<file path="config.mk">
export PLATFORM = sky130hd
export DESIGN_NAME = isp_top
export DESIGN_NICKNAME = d
export VERILOG_FILES = /design/src/isp_pkg.sv /design/src/isp_top.sv /design/src/isp_irl_filter.sv
export SDC_FILE = /design/constraint.sdc
export NUM_CORES = 1
export LEC_CHECK = 0
export BUFFER_PORTS_ARGS = -buffer_cell sky130_fd_sc_hd__buf_2
export CAP_MARGIN = 0
export CORE_MARGIN = 1
export CORE_UTILIZATION = 60
export CTS_BUF_LIST = sky130_fd_sc_hd__clkbuf_4
export DETAILED_ROUTE_END_ITERATION = 8
export PLACE_DENSITY = 0.84
export SYNTH_ARGS = -nofsm -noshare
export SYNTH_HDL_FRONTEND = slang
export SYNTH_HIERARCHICAL = 1
export SYNTH_SLANG_ARGS = --single-unit
</file>
<file path="constraint.sdc">
create_clock -name sys_clk -period 61.9 [get_ports sys_clk]
set_input_delay 9.285 -clock sys_clk [delete_from_list [all_inputs] [get_ports sys_clk]]
set_output_delay 9.285 -clock sys_clk [all_outputs]
set_load 0.005 [all_outputs]
</file>
<file path="src/isp_pkg.sv">
// How it works
// - requests ranked 16 (most urgent) down to 1; 0 is no request
// - a source with level 0 is masked and its request ignored
// - nonmaskable request is level 16, taken when block bit clear, else held
// - in sleep or standby the nonmaskable request is taken despite the block bit
// - option bit lets the nonmaskable request pass a set block bit
// - nonmaskable pin is edge detected; select bit picks rising or falling
// - after the edge select changes, detection pauses for 7 clocks: the change cycle and 6 blind cycles
// - accepting any request never alters the cpu mask level
// - encoded pins active low: 0000 is level 15, 1111 is no request
// - encoded pins sampled each clock; three equal samples make a new level
// - in standby the filter runs on the 32.768 kHz tick; no tick, no wake
// - independent-pin mode makes the four pins separate active-low requests
// - basic variant fixed levels 13,10,7,4; lower pin number wins
// - later variants take each pin level from a 4-bit field of register D
// - nine peripheral modules may raise internal requests
// - each accepted source loads its own event code
// - each peripheral has a 15..0 level from registers A..D and extra reg
// - flag change with block bit clear may start handling with code 0; here event_code_reg keeps its last code unless an offered request is accepted
// - peripheral levels reset to 0
// - equal levels at once are resolved by a fixed default order
package isp_pkg;
  localparam int ISP_NSRC = 9;
  localparam logic [4:0] ISP_LVL_NMI = 5'h10;
  localparam logic [3:0] ISP_IRL_NONE = 4'hF;
  localparam int ISP_FILT_SAMPLES = 3;
  localparam int ISP_EDGE_BLIND_CYC = 6;
  localparam logic [15:0] ISP_PRIO_D_RST = 16'hDA74;
  localparam logic [15:0] ISP_PRIO_RST = 16'h0000;
  localparam logic [31:0] ISP_EXTRA_RST = 32'h0000_0000;
  localparam logic [3:0] ISP_FIX_LVL0 = 4'hD;
  localparam logic [3:0] ISP_FIX_LVL1 = 4'hA;
  localparam logic [3:0] ISP_FIX_LVL2 = 4'h7;
  localparam logic [3:0] ISP_FIX_LVL3 = 4'h4;
  localparam logic [11:0] ISP_EVT_NONE = 12'h000;
  localparam logic [11:0] ISP_EVT_NMI = 12'h1C0;
  localparam logic [11:0] ISP_EVT_IRL_BASE = 12'h200;
  localparam logic [11:0] ISP_EVT_IRL_STEP = 12'h020;
  localparam logic [11:0] ISP_EVT_PERI_BASE = 12'h600;
  localparam logic [11:0] ISP_EVT_PERI_STEP = 12'h020;
  typedef enum logic [1:0] {ISP_IDLE = 2'b00, ISP_BLIND = 2'b01} isp_edge_e;
endpackage

</file>
<file path="src/isp_top.sv">
`timescale 1ns/1ps
// interrupt source prioritiser: presents winning level and event code to the core
module isp_top
  import isp_pkg::*;
#(
  parameter int NSRC = ISP_NSRC,
  parameter bit LATER_VARIANT = 1'b1
)(
  // clock and reset
  input wire logic sys_clk,
  input wire logic resetn,
  // chip state
  input wire logic standby_mode,
  input wire logic sleep_mode,
  input wire logic rtc_tick,
  // external pins
  input wire logic nmi_pin,
  input wire logic [3:0] encoded_request_pins,
  // intc_control_reg bits
  input wire logic edge_polarity_select,
  input wire logic nmi_pass_block,
  input wire logic independent_pin_mode,
  // priority levels (priority_regs_a_to_d and extra_priority_setting_reg)
  input wire logic prio_we,
  input wire logic [15:0] priority_reg_d_wdata,
  input wire logic [NSRC*4-1:0] peri_level_wdata,
  output logic [15:0] priority_reg_d,
  output logic [NSRC*4-1:0] peri_level,
  // peripheral requests, index 0 highest default order
  input wire logic [NSRC-1:0] peri_req,
  // cpu core
  input wire logic cpu_block_bit,
  input wire logic [3:0] cpu_mask_level,
  input wire logic cpu_accept,
  output logic int_req,
  output logic [4:0] int_level,
  output logic [11:0] event_code_reg,
  output logic [NSRC-1:0] pending_source_reg,
  output logic nmi_pending
);
  // filter sampling: bus clock normally, rtc tick in standby
  logic filt_en;
  logic [3:0] irl_stable_n;
  assign filt_en = standby_mode ? rtc_tick : 1'b1;

  isp_irl_filter #(.SAMPLES(ISP_FILT_SAMPLES)) u_filter (
    .sys_clk(sys_clk),
    .resetn(resetn),
    .sample_en(filt_en),
    .pins_n(encoded_request_pins),
    .stable_n(irl_stable_n)
  );

  // nmi edge detect with blind window after select change
  isp_edge_e edge_st, next_edge_st;
  logic [2:0] blind_cnt, next_blind_cnt;
  logic nmi_prev, sel_prev, next_nmi_pending;
  logic nmi_edge;

  assign nmi_edge = edge_polarity_select ? (nmi_pin && !nmi_prev)
                                         : (!nmi_pin && nmi_prev);

  logic nmi_taken;
  logic nmi_allowed;
  assign nmi_allowed = !cpu_block_bit || sleep_mode || standby_mode
                       || nmi_pass_block;

  always_comb
  begin
    next_edge_st = edge_st;
    next_blind_cnt = blind_cnt;
    next_nmi_pending = nmi_pending;
    case (edge_st)
      ISP_IDLE:
      begin
        if (edge_polarity_select != sel_prev)
        begin
          next_edge_st = ISP_BLIND;
          next_blind_cnt = 3'(ISP_EDGE_BLIND_CYC - 1);
        end
        else if (nmi_edge)
          next_nmi_pending = 1'b1;
      end
      ISP_BLIND:
      begin
        if (blind_cnt == 3'd0)
          next_edge_st = ISP_IDLE;
        else
          next_blind_cnt = blind_cnt - 3'd1;
      end
      default:
        next_edge_st = ISP_IDLE;
    endcase
    // a fresh edge in the accept cycle is kept: set wins
    if (nmi_taken && !(edge_st == ISP_IDLE && nmi_edge
        && edge_polarity_select == sel_prev))
      next_nmi_pending = 1'b0;
  end

  always_ff @(posedge sys_clk or negedge resetn)
  begin
    if (!resetn)
    begin
      edge_st <= ISP_IDLE;
      blind_cnt <= 3'd0;
      nmi_prev <= 1'b0;
      // constant reset: a high select costs one blind window after reset
      sel_prev <= 1'b0;
      nmi_pending <= 1'b0;
    end
    else
    begin
      edge_st <= next_edge_st;
      blind_cnt <= next_blind_cnt;
      nmi_prev <= nmi_pin;
      sel_prev <= edge_polarity_select;
      nmi_pending <= next_nmi_pending;
    end
  end

  // priority levels
  logic [15:0] next_prio_d;
  logic [NSRC*4-1:0] next_peri_level;
  always_comb
  begin
    next_prio_d = prio_we ? priority_reg_d_wdata : priority_reg_d;
    next_peri_level = prio_we ? peri_level_wdata : peri_level;
  end

  always_ff @(posedge sys_clk or negedge resetn)
  begin
    if (!resetn)
    begin
      priority_reg_d <= ISP_PRIO_D_RST;
      peri_level <= '0;
    end
    else
    begin
      priority_reg_d <= next_prio_d;
      peri_level <= next_peri_level;
    end
  end

  // encoded level: 0000 means 15, 1111 means none
  function automatic logic [3:0] irl_level(input logic [3:0] pins_n);
    irl_level = ~pins_n;
  endfunction

  function automatic logic [11:0] step_code(input logic [11:0] base,
                                            input logic [11:0] step,
                                            input logic [3:0] idx);
    step_code = base + step * {8'h00, idx};
  endfunction

  // arbitration, greater-or-equal on a descending loop keeps the lower index on ties
  logic [4:0] best_lvl;
  logic [11:0] best_code;
  logic best_is_nmi;
  logic [NSRC-1:0] best_peri;
  always_comb
  begin
    logic [3:0] lvl;
    logic [3:0] plvl;
    lvl = 4'h0;
    plvl = 4'h0;
    best_lvl = 5'h00;
    best_code = ISP_EVT_NONE;
    best_is_nmi = 1'b0;
    best_peri = '0;
    if (nmi_pending && nmi_allowed)
    begin
      best_lvl = ISP_LVL_NMI;
      best_code = ISP_EVT_NMI;
      best_is_nmi = 1'b1;
    end
    else
    begin
      if (!independent_pin_mode)
      begin
        lvl = irl_level(irl_stable_n);
        if (lvl != 4'h0)
        begin
          best_lvl = {1'b0, lvl};
          best_code = step_code(ISP_EVT_IRL_BASE, ISP_EVT_IRL_STEP, ~lvl);
        end
      end
      else
      begin
        for (int i = 3; i >= 0; i--)
        begin
          if (LATER_VARIANT)
            plvl = priority_reg_d[(3 - i) * 4 +: 4];
          else
            plvl = (i == 0) ? ISP_FIX_LVL0 : (i == 1) ? ISP_FIX_LVL1 :
                   (i == 2) ? ISP_FIX_LVL2 : ISP_FIX_LVL3;
          if (!irl_stable_n[i] && plvl != 4'h0 && {1'b0, plvl} >= best_lvl)
          begin
            best_lvl = {1'b0, plvl};
            best_code = step_code(ISP_EVT_IRL_BASE, ISP_EVT_IRL_STEP,
                                  4'(3 * i + 2));
          end
        end
      end
      for (int j = NSRC - 1; j >= 0; j--)
      begin
        plvl = peri_level[j * 4 +: 4];
        // level 0 masks the source; ties go to lower index
        if (peri_req[j] && plvl != 4'h0 && {1'b0, plvl} >= best_lvl
            && !(best_lvl != 5'h00 && {1'b0, plvl} == best_lvl && best_peri == '0))
        begin
          best_lvl = {1'b0, plvl};
          best_code = step_code(ISP_EVT_PERI_BASE, ISP_EVT_PERI_STEP, 4'(j));
          best_peri = '0;
          best_peri[j] = 1'b1;
        end
      end
    end
  end

  // maskable requests need a clear block bit and a level above the mask
  logic offer;
  assign offer = best_is_nmi
                 || (!cpu_block_bit && best_lvl > {1'b0, cpu_mask_level});
  assign nmi_taken = cpu_accept && offer && best_is_nmi;
  assign int_req = offer;

  logic [4:0] next_int_level;
  logic [11:0] next_event_code;
  always_comb
  begin
    next_int_level = best_lvl;
    next_event_code = event_code_reg;
    if (cpu_accept && offer)
      next_event_code = best_code;
  end

  always_ff @(posedge sys_clk or negedge resetn)
  begin
    if (!resetn)
    begin
      int_level <= 5'h00;
      event_code_reg <= ISP_EVT_NONE;
      pending_source_reg <= '0;
    end
    else
    begin
      int_level <= next_int_level;
      event_code_reg <= next_event_code;
      pending_source_reg <= peri_req;
    end
  end
  // the mask level is only an input here: never driven

  nmi_level_a: assert property (@(posedge sys_clk) disable iff (!resetn)
    (nmi_pending && nmi_allowed) |=> int_level == ISP_LVL_NMI)
    else $error("nmi not presented at level 16");
  nmi_blocked_a: assert property (@(posedge sys_clk) disable iff (!resetn)
    (cpu_block_bit && !sleep_mode && !standby_mode && !nmi_pass_block)
      |-> !best_is_nmi)
    else $error("nmi passed a set block bit");
  nmi_sleep_a: assert property (@(posedge sys_clk) disable iff (!resetn)
    (nmi_pending && (sleep_mode || standby_mode)) |-> int_req)
    else $error("nmi held off in sleep or standby");
  nmi_option_a: assert property (@(posedge sys_clk) disable iff (!resetn)
    (nmi_pending && nmi_pass_block) |-> best_is_nmi)
    else $error("pass option did not admit nmi");
  edge_rise_a: assert property (@(posedge sys_clk) disable iff (!resetn)
    (edge_st == ISP_IDLE && edge_polarity_select && $stable(edge_polarity_select)
      && $rose(nmi_pin) && !nmi_taken) |=> nmi_pending)
    else $error("rising edge missed");
  edge_blind_a: assert property (@(posedge sys_clk) disable iff (!resetn)
    $changed(edge_polarity_select) |=> edge_st == ISP_BLIND [*5])
    else $error("blind window shorter than expected");
  masked_lvl_a: assert property (@(posedge sys_clk) disable iff (!resetn)
    (!nmi_pending && irl_stable_n == ISP_IRL_NONE && peri_level == '0)
      |-> !int_req)
    else $error("request from masked source");
  encoded_lvl_a: assert property (@(posedge sys_clk) disable iff (!resetn)
    (!nmi_pending && !independent_pin_mode && peri_req == '0)
      |=> int_level == {1'b0, ~$past(irl_stable_n)})
    else $error("encoded level wrong");
  mask_cmp_a: assert property (@(posedge sys_clk) disable iff (!resetn)
    (int_req && !best_is_nmi) |-> best_lvl > {1'b0, cpu_mask_level})
    else $error("request offered at or below mask");
  nmi_hold_a: assert property (@(posedge sys_clk) disable iff (!resetn)
    (nmi_pending && !nmi_taken) |=> nmi_pending)
    else $error("nmi dropped before it was taken");
  nmi_clear_a: assert property (@(posedge sys_clk) disable iff (!resetn)
    (nmi_taken && !nmi_edge) |=> !nmi_pending)
    else $error("nmi still pending after it was taken");
  edge_fall_a: assert property (@(posedge sys_clk) disable iff (!resetn)
    (edge_st == ISP_IDLE && !edge_polarity_select && $stable(edge_polarity_select)
      && $fell(nmi_pin) && $past(resetn)) |=> nmi_pending)
    else $error("falling edge missed");
  nmi_code_a: assert property (@(posedge sys_clk) disable iff (!resetn)
    (cpu_accept && int_req && best_is_nmi) |=> event_code_reg == ISP_EVT_NMI)
    else $error("nmi accepted with a wrong event code");
  pin_idle_a: assert property (@(posedge sys_clk) disable iff (!resetn)
    (!nmi_pending && independent_pin_mode && irl_stable_n == ISP_IRL_NONE
      && peri_req == '0) |=> int_level == 5'h00)
    else $error("independent pins offered a request while all high");
endmodule

</file>
<file path="src/isp_irl_filter.sv">
`timescale 1ns/1ps
// three-sample agreement filter on the encoded pins
module isp_irl_filter
  import isp_pkg::*;
#(
  parameter int SAMPLES = ISP_FILT_SAMPLES
)(
  // clock and reset
  input wire logic sys_clk,
  input wire logic resetn,
  // sampling
  input wire logic sample_en,
  input wire logic [3:0] pins_n,
  // filtered level
  output logic [3:0] stable_n
);
  logic [3:0] last;
  logic [1:0] agree;
  logic [3:0] next_last;
  logic [1:0] next_agree;
  logic [3:0] next_stable_n;

  always_comb
  begin
    next_last = last;
    next_agree = agree;
    next_stable_n = stable_n;
    if (sample_en)
    begin
      next_last = pins_n;
      if (pins_n != last)
        next_agree = 2'd1;
      else if (agree < 2'(SAMPLES))
        next_agree = agree + 2'd1;
      // a new level counts only after SAMPLES equal samples
      if (pins_n == last && agree == 2'(SAMPLES - 1))
        next_stable_n = pins_n;
    end
  end

  always_ff @(posedge sys_clk or negedge resetn)
  begin
    if (!resetn)
    begin
      last <= ISP_IRL_NONE;
      agree <= 2'd0;
      stable_n <= ISP_IRL_NONE;
    end
    else
    begin
      last <= next_last;
      agree <= next_agree;
      stable_n <= next_stable_n;
    end
  end

  filter_hold_a: assert property (@(posedge sys_clk) disable iff (!resetn)
    (stable_n != $past(stable_n)) |->
      $past(pins_n) == stable_n && $past(pins_n, 2) == stable_n)
    else $error("filtered level changed without agreeing samples");
endmodule

</file>
After elaboration in Yosys (flattened, before gate mapping)
Index checks and enable logic that the tools add are counted.
{"block": "totals", "reg_bits": 96, "input_bits": 81, "out_inout_bits": 80, "elab_cells": 261}
{"block": "op_classes", "n_addsub": 3, "magnitude_cmp": 14, "eq_ne": 19, "n_mux": 86, "bitwise_logic": 2, "reduce_logical": 124}
{"cell": "12-bit two-way mux", "count": 14}
{"cell": "5-bit two-way mux", "count": 29}
{"cell": "9-bit two-way mux", "count": 16}
{"cell": "9-bit logical NOT", "count": 8}
{"cell": "1-bit logical AND", "count": 61}
{"cell": "4-bit by 5-bit greater-or-equal comparator with 1-bit output", "count": 12}
{"cell": "4-bit nonzero test", "count": 14}
{"cell": "4-bit by 5-bit == test with 1-bit output", "count": 9}
{"cell": "5-bit nonzero test", "count": 9}
{"cell": "4-bit two-way mux", "count": 10}
{"cell": "1-bit logical NOT", "count": 17}
{"cell": "10-bit by 9-bit adder with 11-bit output, first input constant", "count": 1}
{"cell": "11-bit two-way mux", "count": 1}
{"cell": "10-bit two-way mux", "count": 1}
{"cell": "2-bit two-way mux", "count": 4}
{"cell": "4-bit NOT", "count": 2}
{"cell": "2-bit nonzero test", "count": 4}
{"cell": "1-bit two-way mux", "count": 7}
{"cell": "3-bit two-way mux", "count": 2}
{"cell": "2-bit inequality test, second input constant", "count": 3}
{"cell": "3-bit one-hot mux with 2 select lines", "count": 1}
{"cell": "2-bit AND reduction", "count": 3}
{"cell": "3-bit AND reduction", "count": 2}
{"cell": "5-bit by 4-bit > comparator with 1-bit output", "count": 1}
{"cell": "14 further kinds", "count": 17}

Longest topological paths before layout
Gate-level depths: netlist of the first run.
{"block": "logic_depth", "depth_word": 96, "mapped_depth": 118, "mapped_depth_nobuf": 112}

Cells and area by module
Netlist of the first run, hierarchy kept.
{"module": "isp_top", "n_inst": 1, "cells_per_inst": 683, "area_per_inst_um2": 6139.6, "seq_area_each_um2": 1988.2}
{"module": "isp_irl_filter", "n_inst": 1, "cells_per_inst": 36, "area_per_inst_um2": 484.2, "seq_area_each_um2": 260.2}

Worst setup path before layout of the first run
OpenSTA, ideal clock, no wires.
{"block": "synth_timing", "kind": "input to output", "startpoint": "input port independent_pin_mode", "endpoint": "output port int_req", "arrival_ps": 26460, "required_ps": 52615, "slack_ps": 26155, "path_stages": 86, "path_buffers": 5, "path_cell_list": "clkbuf_1 -> o21a_1 -> o41ai_2 -> o311ai_1 -> inv_1 -> ha_1 -> nand3_1 -> a211o_1 -> o21ai_0 -> a31oi_1 -> nor2_1 -> a21boi_1 -> or2_2 -> a21oi_2 -> mux2_2 -> inv_1 -> ha_1 -> a211o_1 -> [... 50 more ...] -> mux2_2 -> ha_1 -> nand2b_1 -> a21o_1 -> maj3_1 -> o21a_1 -> and2_1 -> clkbuf_1 -> o21ai_0 -> ha_1 -> nand3_1 -> a21oi_1 -> o311ai_0 -> a21oi_2 -> mux2_1 -> ha_1 -> a41o_1 -> o21ai_0"}
{"block": "synth_between", "elab_chain_len": 67, "elab_cells_between_ends": 118, "classes_between": "10 x order compare; 9 x eq/ne; 36 x mux; 63 x reduce/logical"}
{"element": "start, declared", "line": "isp_top.sv:22", "rtl": "input wire logic independent_pin_mode,"}
{"element": "5-bit two-way mux (*)", "line": "isp_top.sv:178", "rtl": "if (!independent_pin_mode)"}
{"element": "5-bit two-way mux (*)", "line": "isp_top.sv:170", "rtl": "if (nmi_pending && nmi_allowed)"}
{"element": "parallel branches: the longest is 60 deep, another holds 4-bit by 5-bit greater-or-equal comparator with 1-bit output"}
{"element": "5-bit two-way mux (*)", "line": "isp_top.sv:208", "rtl": "if (peri_req[j] && plvl != 4'h0 && {1'b0, plvl} >= best_lvl"}
{"element": "5-bit two-way mux (*)", "line": "isp_top.sv:170"}
{"element": "via best_lvl[2]", "line": "isp_top.sv:156", "rtl": "logic [4:0] best_lvl;"}
{"element": "5-bit by 4-bit > comparator with 1-bit output (*)", "line": "isp_top.sv:223", "rtl": "|| (!cpu_block_bit && best_lvl > {1'b0, cpu_mask_level});"}
{"element": "1-bit logical AND (*)", "line": "isp_top.sv:223"}
{"element": "1-bit logical OR (*)", "line": "isp_top.sv:223"}
{"element": "end, declared", "line": "isp_top.sv:35", "rtl": "output logic int_req,"}
Mark *: on every way through the listed nets, which the timed path passes. The select of a mux whose other input is x is not followed.

Worst setup path after layout of the first run
Same ends and word-level chain as after synthesis.

==> metrics, run 1 <==
Max FO, Critical Path=17; PD cells=58.5 mW/mm^2; most frequent cell on the critical path=ha_1; fin crit period=37810 ps; Post-Route WL=17.6 mm; most common cell in the synthesized netlist=dfrtp_1; Yosys top cell by area=dfrtp_1; worst reg-to-reg setup slack=36730 ps; slowest stage delay, CP=700 ps; fmax=26.5 MHz; Syn Inst Count=719; Compound-Gate Fraction of Synth Area=24.1%; ANT cells=0; core area=0.0105 mm^2; # resized after CTS=0; vias=6231; setup violators final=0; CP endpoint kind=primary output; via density per instance=6.20; buffer depth of the longest clock path=2; Remaining DRCs=0; latest clock arrival within the worst-skew pair=490 ps; post-synthesis xor/xnor area fraction=1.32%; Starting Density=63.0%; Synth async-reset ratio=100%; 1st-iter DRT viols=380; Yosys cell types=88; initial antenna violation count=0; RR Startpoint=u_filter/stable_n[3]; sequential fraction of the synthesis area=33.9%; Worst path slowest cell=o311ai_1; H-tree depth=3; final hold vios=0; Sequential Power Share=17.4%; DR WL/cell=17.5 um; nets=991; Leakage=3.57 nW; multi-input logic area=0.00406 mm^2; Most used DFF post-synth=dfrtp_1; post-route ant nets=0; Port Buf Inserts=154; Simple-Gate Fraction of Synth Area=16.3%; first-pass GRT wire length=28.6 mm; FF+latch count, synth=89; Netlist Area Pre-Place=0.00662 mm^2; Worst-Margin Slew=903 ps; final worst path period share=61.1%; startpoint type of the worst setup path=input port; Cell Int Power=0.219 mW; TNS Setup=0 ps; Area Growth Syn to Fin=14.6%; Comb pwr share=75.7%; outcome=complete, no violations; CP Data Arrival Time=28520 ps; I/O pins=161; largest family of logic cells by synthesized area=compound AO/OA/AOI/OAI gates; Die ar.=0.0115 mm^2; Detailed Routing Iterations Pass 1=8; post-synthesis mux area share=10.4%; Synth Area per Inst=9.21 um^2; launch point of the worst hold path=event_code_reg[5]; register area=0.00225 mm^2; largest net degree at the start of global routing=73; worst clock skew=22.3 ps; layout cells sized above 1=30.3%; die width=107 um; Net Sw Frac=50.8%; Critical path origin=independent_pin_mode; clock share of power=6.9%; Finished Core Util=72.3%; Max VDD drop=0.0566 mV; critical path class=in -> out; clock slew at reported path FFs=150 ps; Detailed Place HPWL=13.6 mm; GR Util All Layers=31.6%; Routability Congestion=0.929; Synth top area share=27.2%; Filler cells=808; Die Y=107 um; CTS buffer count=9; Final Max Slew Viols=0; Adder-Cell Fraction of Synth Area=8.84%; maxcap violations=0; Setup Buffers After CTS=0; largest cells by area after synthesis=dfrtp_1 27%, ha_1 8.7%, mux2_2 8.5%; max reg flops=36; Clock Root Buffer=clkbuf_4; Worst Path Required=52610 ps; switching power=0.225 mW; RSZ-0062 raised after global routing=no; Slew headroom=39.5%; leading cell types by count after synthesis=72 x dfrtp_1, 60 x nand2_1, 53 x inv_1; Sink Count=89; TritonCTS clock tree=done; vias in the first global route=6001; EDFF count, synth=0; num rows=37; HP Class=reg -> reg; Post-CTS Hold Fix Bufs=0; Overflow after GRT=0; Syn. warnings=6
metal layers:
metal  track usage, %  wire length [um]  vias up
li1                 -                 -     2957
met5                0                 0        -
met1             42.4              7980     2994
met2             51.2              8260      248
met3             4.68               977       32
met4             12.8               359        0
final timing paths:
kind,to,cells past startpoint
min in group asynchronous,peri_level[24],1
max in group asynchronous,priority_reg_d[8],2
setup / recovery,int_req,85
hold reg to reg,event_code_reg[5],2
hold / removal,event_code_reg[5],2
setup reg to reg,event_code_reg[8],107
critical path: cells and delay by family:
family / cells / cell delay (ps)
compound gates: 40 / 9240
fa+ha+maj: 11 / 3080
buf+inv: 6 / 830
mux: 6 / 1980
simple gates: 22 / 4100
placed cells by master (no fill, tap or decap), types with 8 or more instances in the layout:
cell type | netlist | routed
or3_1 | 11 | 11
a31oi_1 | 14 | 14
dfrtp_1 | 72 | 72
a21oi_1 | 38 | 38
clkbuf_4 | 0 | 10
o21ai_0 | 48 | 48
a21o_1 | 12 | 12
buf_2 | 4 | 153
mux2_2 | 50 | 50
nand2b_1 | 17 | 17
dfstp_2 | 17 | 17
nor2b_1 | 9 | 9
a211oi_1 | 8 | 8
nor3_1 | 10 | 10
inv_1 | 53 | 53
nand2_1 | 60 | 60
o21a_1 | 10 | 10
xnor2_1 | 9 | 9
nor2_1 | 45 | 45
ha_1 | 46 | 46
nand3_1 | 13 | 13
o211ai_1 | 9 | 9
stage by stage:
stage | power [mW] | cell area [um^2] | std cells | hold slack (ps) | setup slack [ps]
2_1_floorplan | 0.329 | 6640 | 724 | 449 | 26150
3_3_place_gp | 0.393 | 7470 | 989 | 453 | 25380
3_5_place_dp | 0.406 | 7470 | 989 | 477 | 24410
4_1_cts | 0.439 | 7590 | 1005 | 511 | 24280
5_1_grt | 0.485 | 7590 | 1005 | 527 | 22590
6_report | 0.444 | 7590 | 1005 | 515 | 24090
power groups by stage:
stage	clock, mW	combinational [mW]	sequential (mW)
final	0.0307	0.336	0.0771
after global routing	0.0340	0.372	0.0783
after CTS	0.0314	0.330	0.0769
after detailed placement	0	0.328	0.0779
after global placement	0	0.315	0.0777
after floorplan	0	0.253	0.0759
layout make-up:
class	instances	area share (%)
multi-input cells	554	53.5
well taps	136	2.24
flip-flops and latches	89	29.6
clock buffers	10	0.989
clock inverters	6	0.610
repair buffers	157	10.5
inverters	53	2.62
logic make-up (layout without fill, tap and decap cells):
family / after synthesis / after routing
buffers and inverters: 81 / 226
and+or+nand+nor: 207 / 207
muxes: 62 / 62
xor gates and xnor gates: 10 / 10
adders and majority gates: 47 / 47
other: 1 / 6
AOI/OAI and AO/OA: 222 / 222
DFF: 89 / 89
Power figures use the tool's default switching activity.
==> run 2: changes to the inputs <==
--- a/config.mk
+++ b/config.mk
@@ -8,10 +8,10 @@
 export BUFFER_PORTS_ARGS = -buffer_cell sky130_fd_sc_hd__buf_2
 export CAP_MARGIN = 0
 export CORE_MARGIN = 1
-export CORE_UTILIZATION = 60
+export CORE_UTILIZATION = 51
 export CTS_BUF_LIST = sky130_fd_sc_hd__clkbuf_4
 export DETAILED_ROUTE_END_ITERATION = 8
-export PLACE_DENSITY = 0.84
+export PLACE_DENSITY = 0.76
 export SYNTH_ARGS = -nofsm -noshare
 export SYNTH_HDL_FRONTEND = slang
 export SYNTH_HIERARCHICAL = 1
==> constraint.sdc (replaced) <==
create_clock -name sys_clk -period 34.1 [get_ports sys_clk]
set_input_delay 5.115 -clock sys_clk [delete_from_list [all_inputs] [get_ports sys_clk]]
set_output_delay 5.115 -clock sys_clk [all_outputs]
set_load 0.005 [all_outputs]
==> metrics, run 2 (same netlist as run 1, synthesis figures left out) <==
worst clock skew=26.8 ps (was 22.3 ps); num rows=41 (was 37); clock slew at reported path FFs=150 ps (about the same); TritonCTS clock tree=done (unchanged); highest-count cells in the layout ignoring fill and taps=153 x buf_2, 72 x dfrtp_1, 60 x nand2_1 (unchanged); # resized after CTS=0 (unchanged); final hold vios=0 (unchanged); outcome=complete, no violations (unchanged); startpoint type of the worst setup path=flop (was input port); Detailed Routing Iterations Pass 1=5 (was 8); Sink Count=89 (unchanged); 1st-iter DRT viols=285 (was 380); latest clock arrival within the worst-skew pair=500 ps (was 490 ps); Post-Route WL=16.5 mm (was 17.6 mm); RSZ-0062 raised after global routing=no (unchanged); Slew headroom=39.4% (was 39.5%); buffer depth of the longest clock path=2 (unchanged); I/O pins=161 (unchanged); vias=6059 (was 6231); Worst Path Required=28980 ps (was 52610 ps); ANT cells=0 (unchanged); layout cells sized above 1=30.3% (unchanged); Remaining DRCs=0 (unchanged); multi-input logic area=0.00406 mm^2 (unchanged); fmax=33.9 MHz; Max VDD drop=0.0891 mV (was 0.0566 mV); max reg flops=36 (unchanged); hold-critical path depth=1 (was 2); Routability Congestion=0.951 (was 0.929); Detailed Place HPWL=12.7 mm (was 13.6 mm); first-pass GRT wire length=27.1 mm (was 28.6 mm); Area Growth Syn to Fin=15.4% (was 14.6%); most common cell after layout, fill and taps aside=buf_2 (unchanged); die width=116 um (was 107 um); launch point of the worst hold path=blind_cnt[0] (was event_code_reg[5]); initial antenna violation count=0 (unchanged); Worst-Margin Slew=905 ps (was 903 ps); largest net degree at the start of global routing=73 (unchanged); Die ar.=0.0134 mm^2 (was 0.0115 mm^2); HP Class=reg -> reg (unchanged); Setup Buffers After CTS=0 (unchanged); maxcap violations=0 (unchanged); fin crit period=29520 ps; Final Max Slew Viols=0 (unchanged); Finished Core Util=60.6% (was 72.3%); via density per instance=5.82 (was 6.20); setup violators final=0 (unchanged); worst reg-to-reg setup slack=9370 ps (was 36730 ps); Starting Density=52.5% (was 63.0%); Port Buf Inserts=154 (unchanged); nets=991 (unchanged); GR Util All Layers=25.6% (was 31.6%); Post-CTS Hold Fix Bufs=0 (unchanged); Max FO, Critical Path=17 (unchanged); worst flop-to-flop path endpoint=event_code_reg[8] (unchanged); Die Y=116 um (was 107 um); RR Startpoint=u_filter/stable_n[3] (unchanged); PD cells=104 mW/mm^2 (was 58.5 mW/mm^2); post-route ant nets=0 (unchanged); Clock Root Buffer=clkbuf_4 (unchanged); vias in the first global route=5644 (was 6001); CTS buffer count=9 (unchanged); Overflow after GRT=0 (unchanged); core area=0.0126 mm^2 (was 0.0105 mm^2); critical path class=reg -> out (was in -> out); DR WL/cell=15.9 um (was 17.5 um); final worst path period share=86.6%; CP Data Arrival Time=24410 ps (was 28520 ps); Filler cells=1185 (was 808); TNS Setup=0 ps (unchanged); Hold EP=blind_cnt[0] (was event_code_reg[5]); most frequent cell on the critical path=ha_1 (unchanged); H-tree depth=3 (unchanged); Leakage=3.57 nW (about the same); Worst Reg-to-Reg Cells=109 (was 107); slowest stage delay, CP=760 ps (was 700 ps); register area=0.00225 mm^2 (unchanged); Worst path slowest cell=o211ai_1 (was o311ai_1); CP endpoint kind=primary output (unchanged)
==> run 2: changes by cell type in the layout (fill, tap and decap cells not counted) <==
cell,previous run,this run
inv_8,0,1
inv_6,0,3
clkbuf_4,10,9
clkinv_4,4,2
clkinvlp_4,1,0
==> run 2: worst max-delay path by stage <==
stage | startpoint | endpoint | slack [ps] | cells past startpoint
after floorplan | independent_pin_mode | int_req | 6690 | 86
after global placement | independent_pin_mode | int_req | 5650 | 85
after detailed placement | independent_pin_mode | int_req | 5240 | 85
after CTS | u_filter/stable_n[3] | int_req | 4750 | 102
after global routing | u_filter/stable_n[3] | int_req | 2650 | 105
final | u_filter/stable_n[3] | int_req | 4580 | 103
==> run 2: worst max-delay path: cells and delay by family, from the launching register on <==
kind | cells | cell delay (ps)
AND/OR/NAND/NOR | 30 | 5610
buffers and inverters | 6 | 760
multiplexers | 7 | 2370
adder cells (fa/ha/maj) | 14 | 3770
AO/OA/AOI/OAI | 46 | 10750
flip-flops | 1 | 650
==> run 2: area by class of cell <==
class / instances / area share (%)
clock inverter: 7 / 0.769
clock buffer: 9 / 0.884
sequential: 89 / 29.4
timing repair buffer: 157 / 10.4
multi-input combinational: 554 / 53.1
inverter: 53 / 2.60
tap: 172 / 2.82
==> run 2: power breakdown <==
part | internal [mW] | switching [mW] | leakage, nW
Clock | 0.0163 | 0.0416 | 0.0709
Combinational | 0.255 | 0.343 | 2.47
Sequential | 0.124 | 0.0152 | 1.03
==> run 2: through the flow <==
stage                     hold slack, ps  setup slack, ps  instances  area (um^2)  power [mW]
after floorplan                      449             6690        724         6640       0.597
after global placement               457             5650       1025         7520       0.721
after detailed placement             472             5240       1025         7520       0.727
after CTS                            493             4750       1041         7640       0.791
after global routing                 530             2650       1041         7640       0.877
final                                492             4580       1041         7640       0.796
==> run 2: routing by layer <==
metal	vias up	GRT usage (%)	wire, um
met5	-	0	0
met4	0	9.49	314
met3	29	4.76	919
met2	202	40.5	7510
met1	2866	34.8	7770
li1	2962	-	-
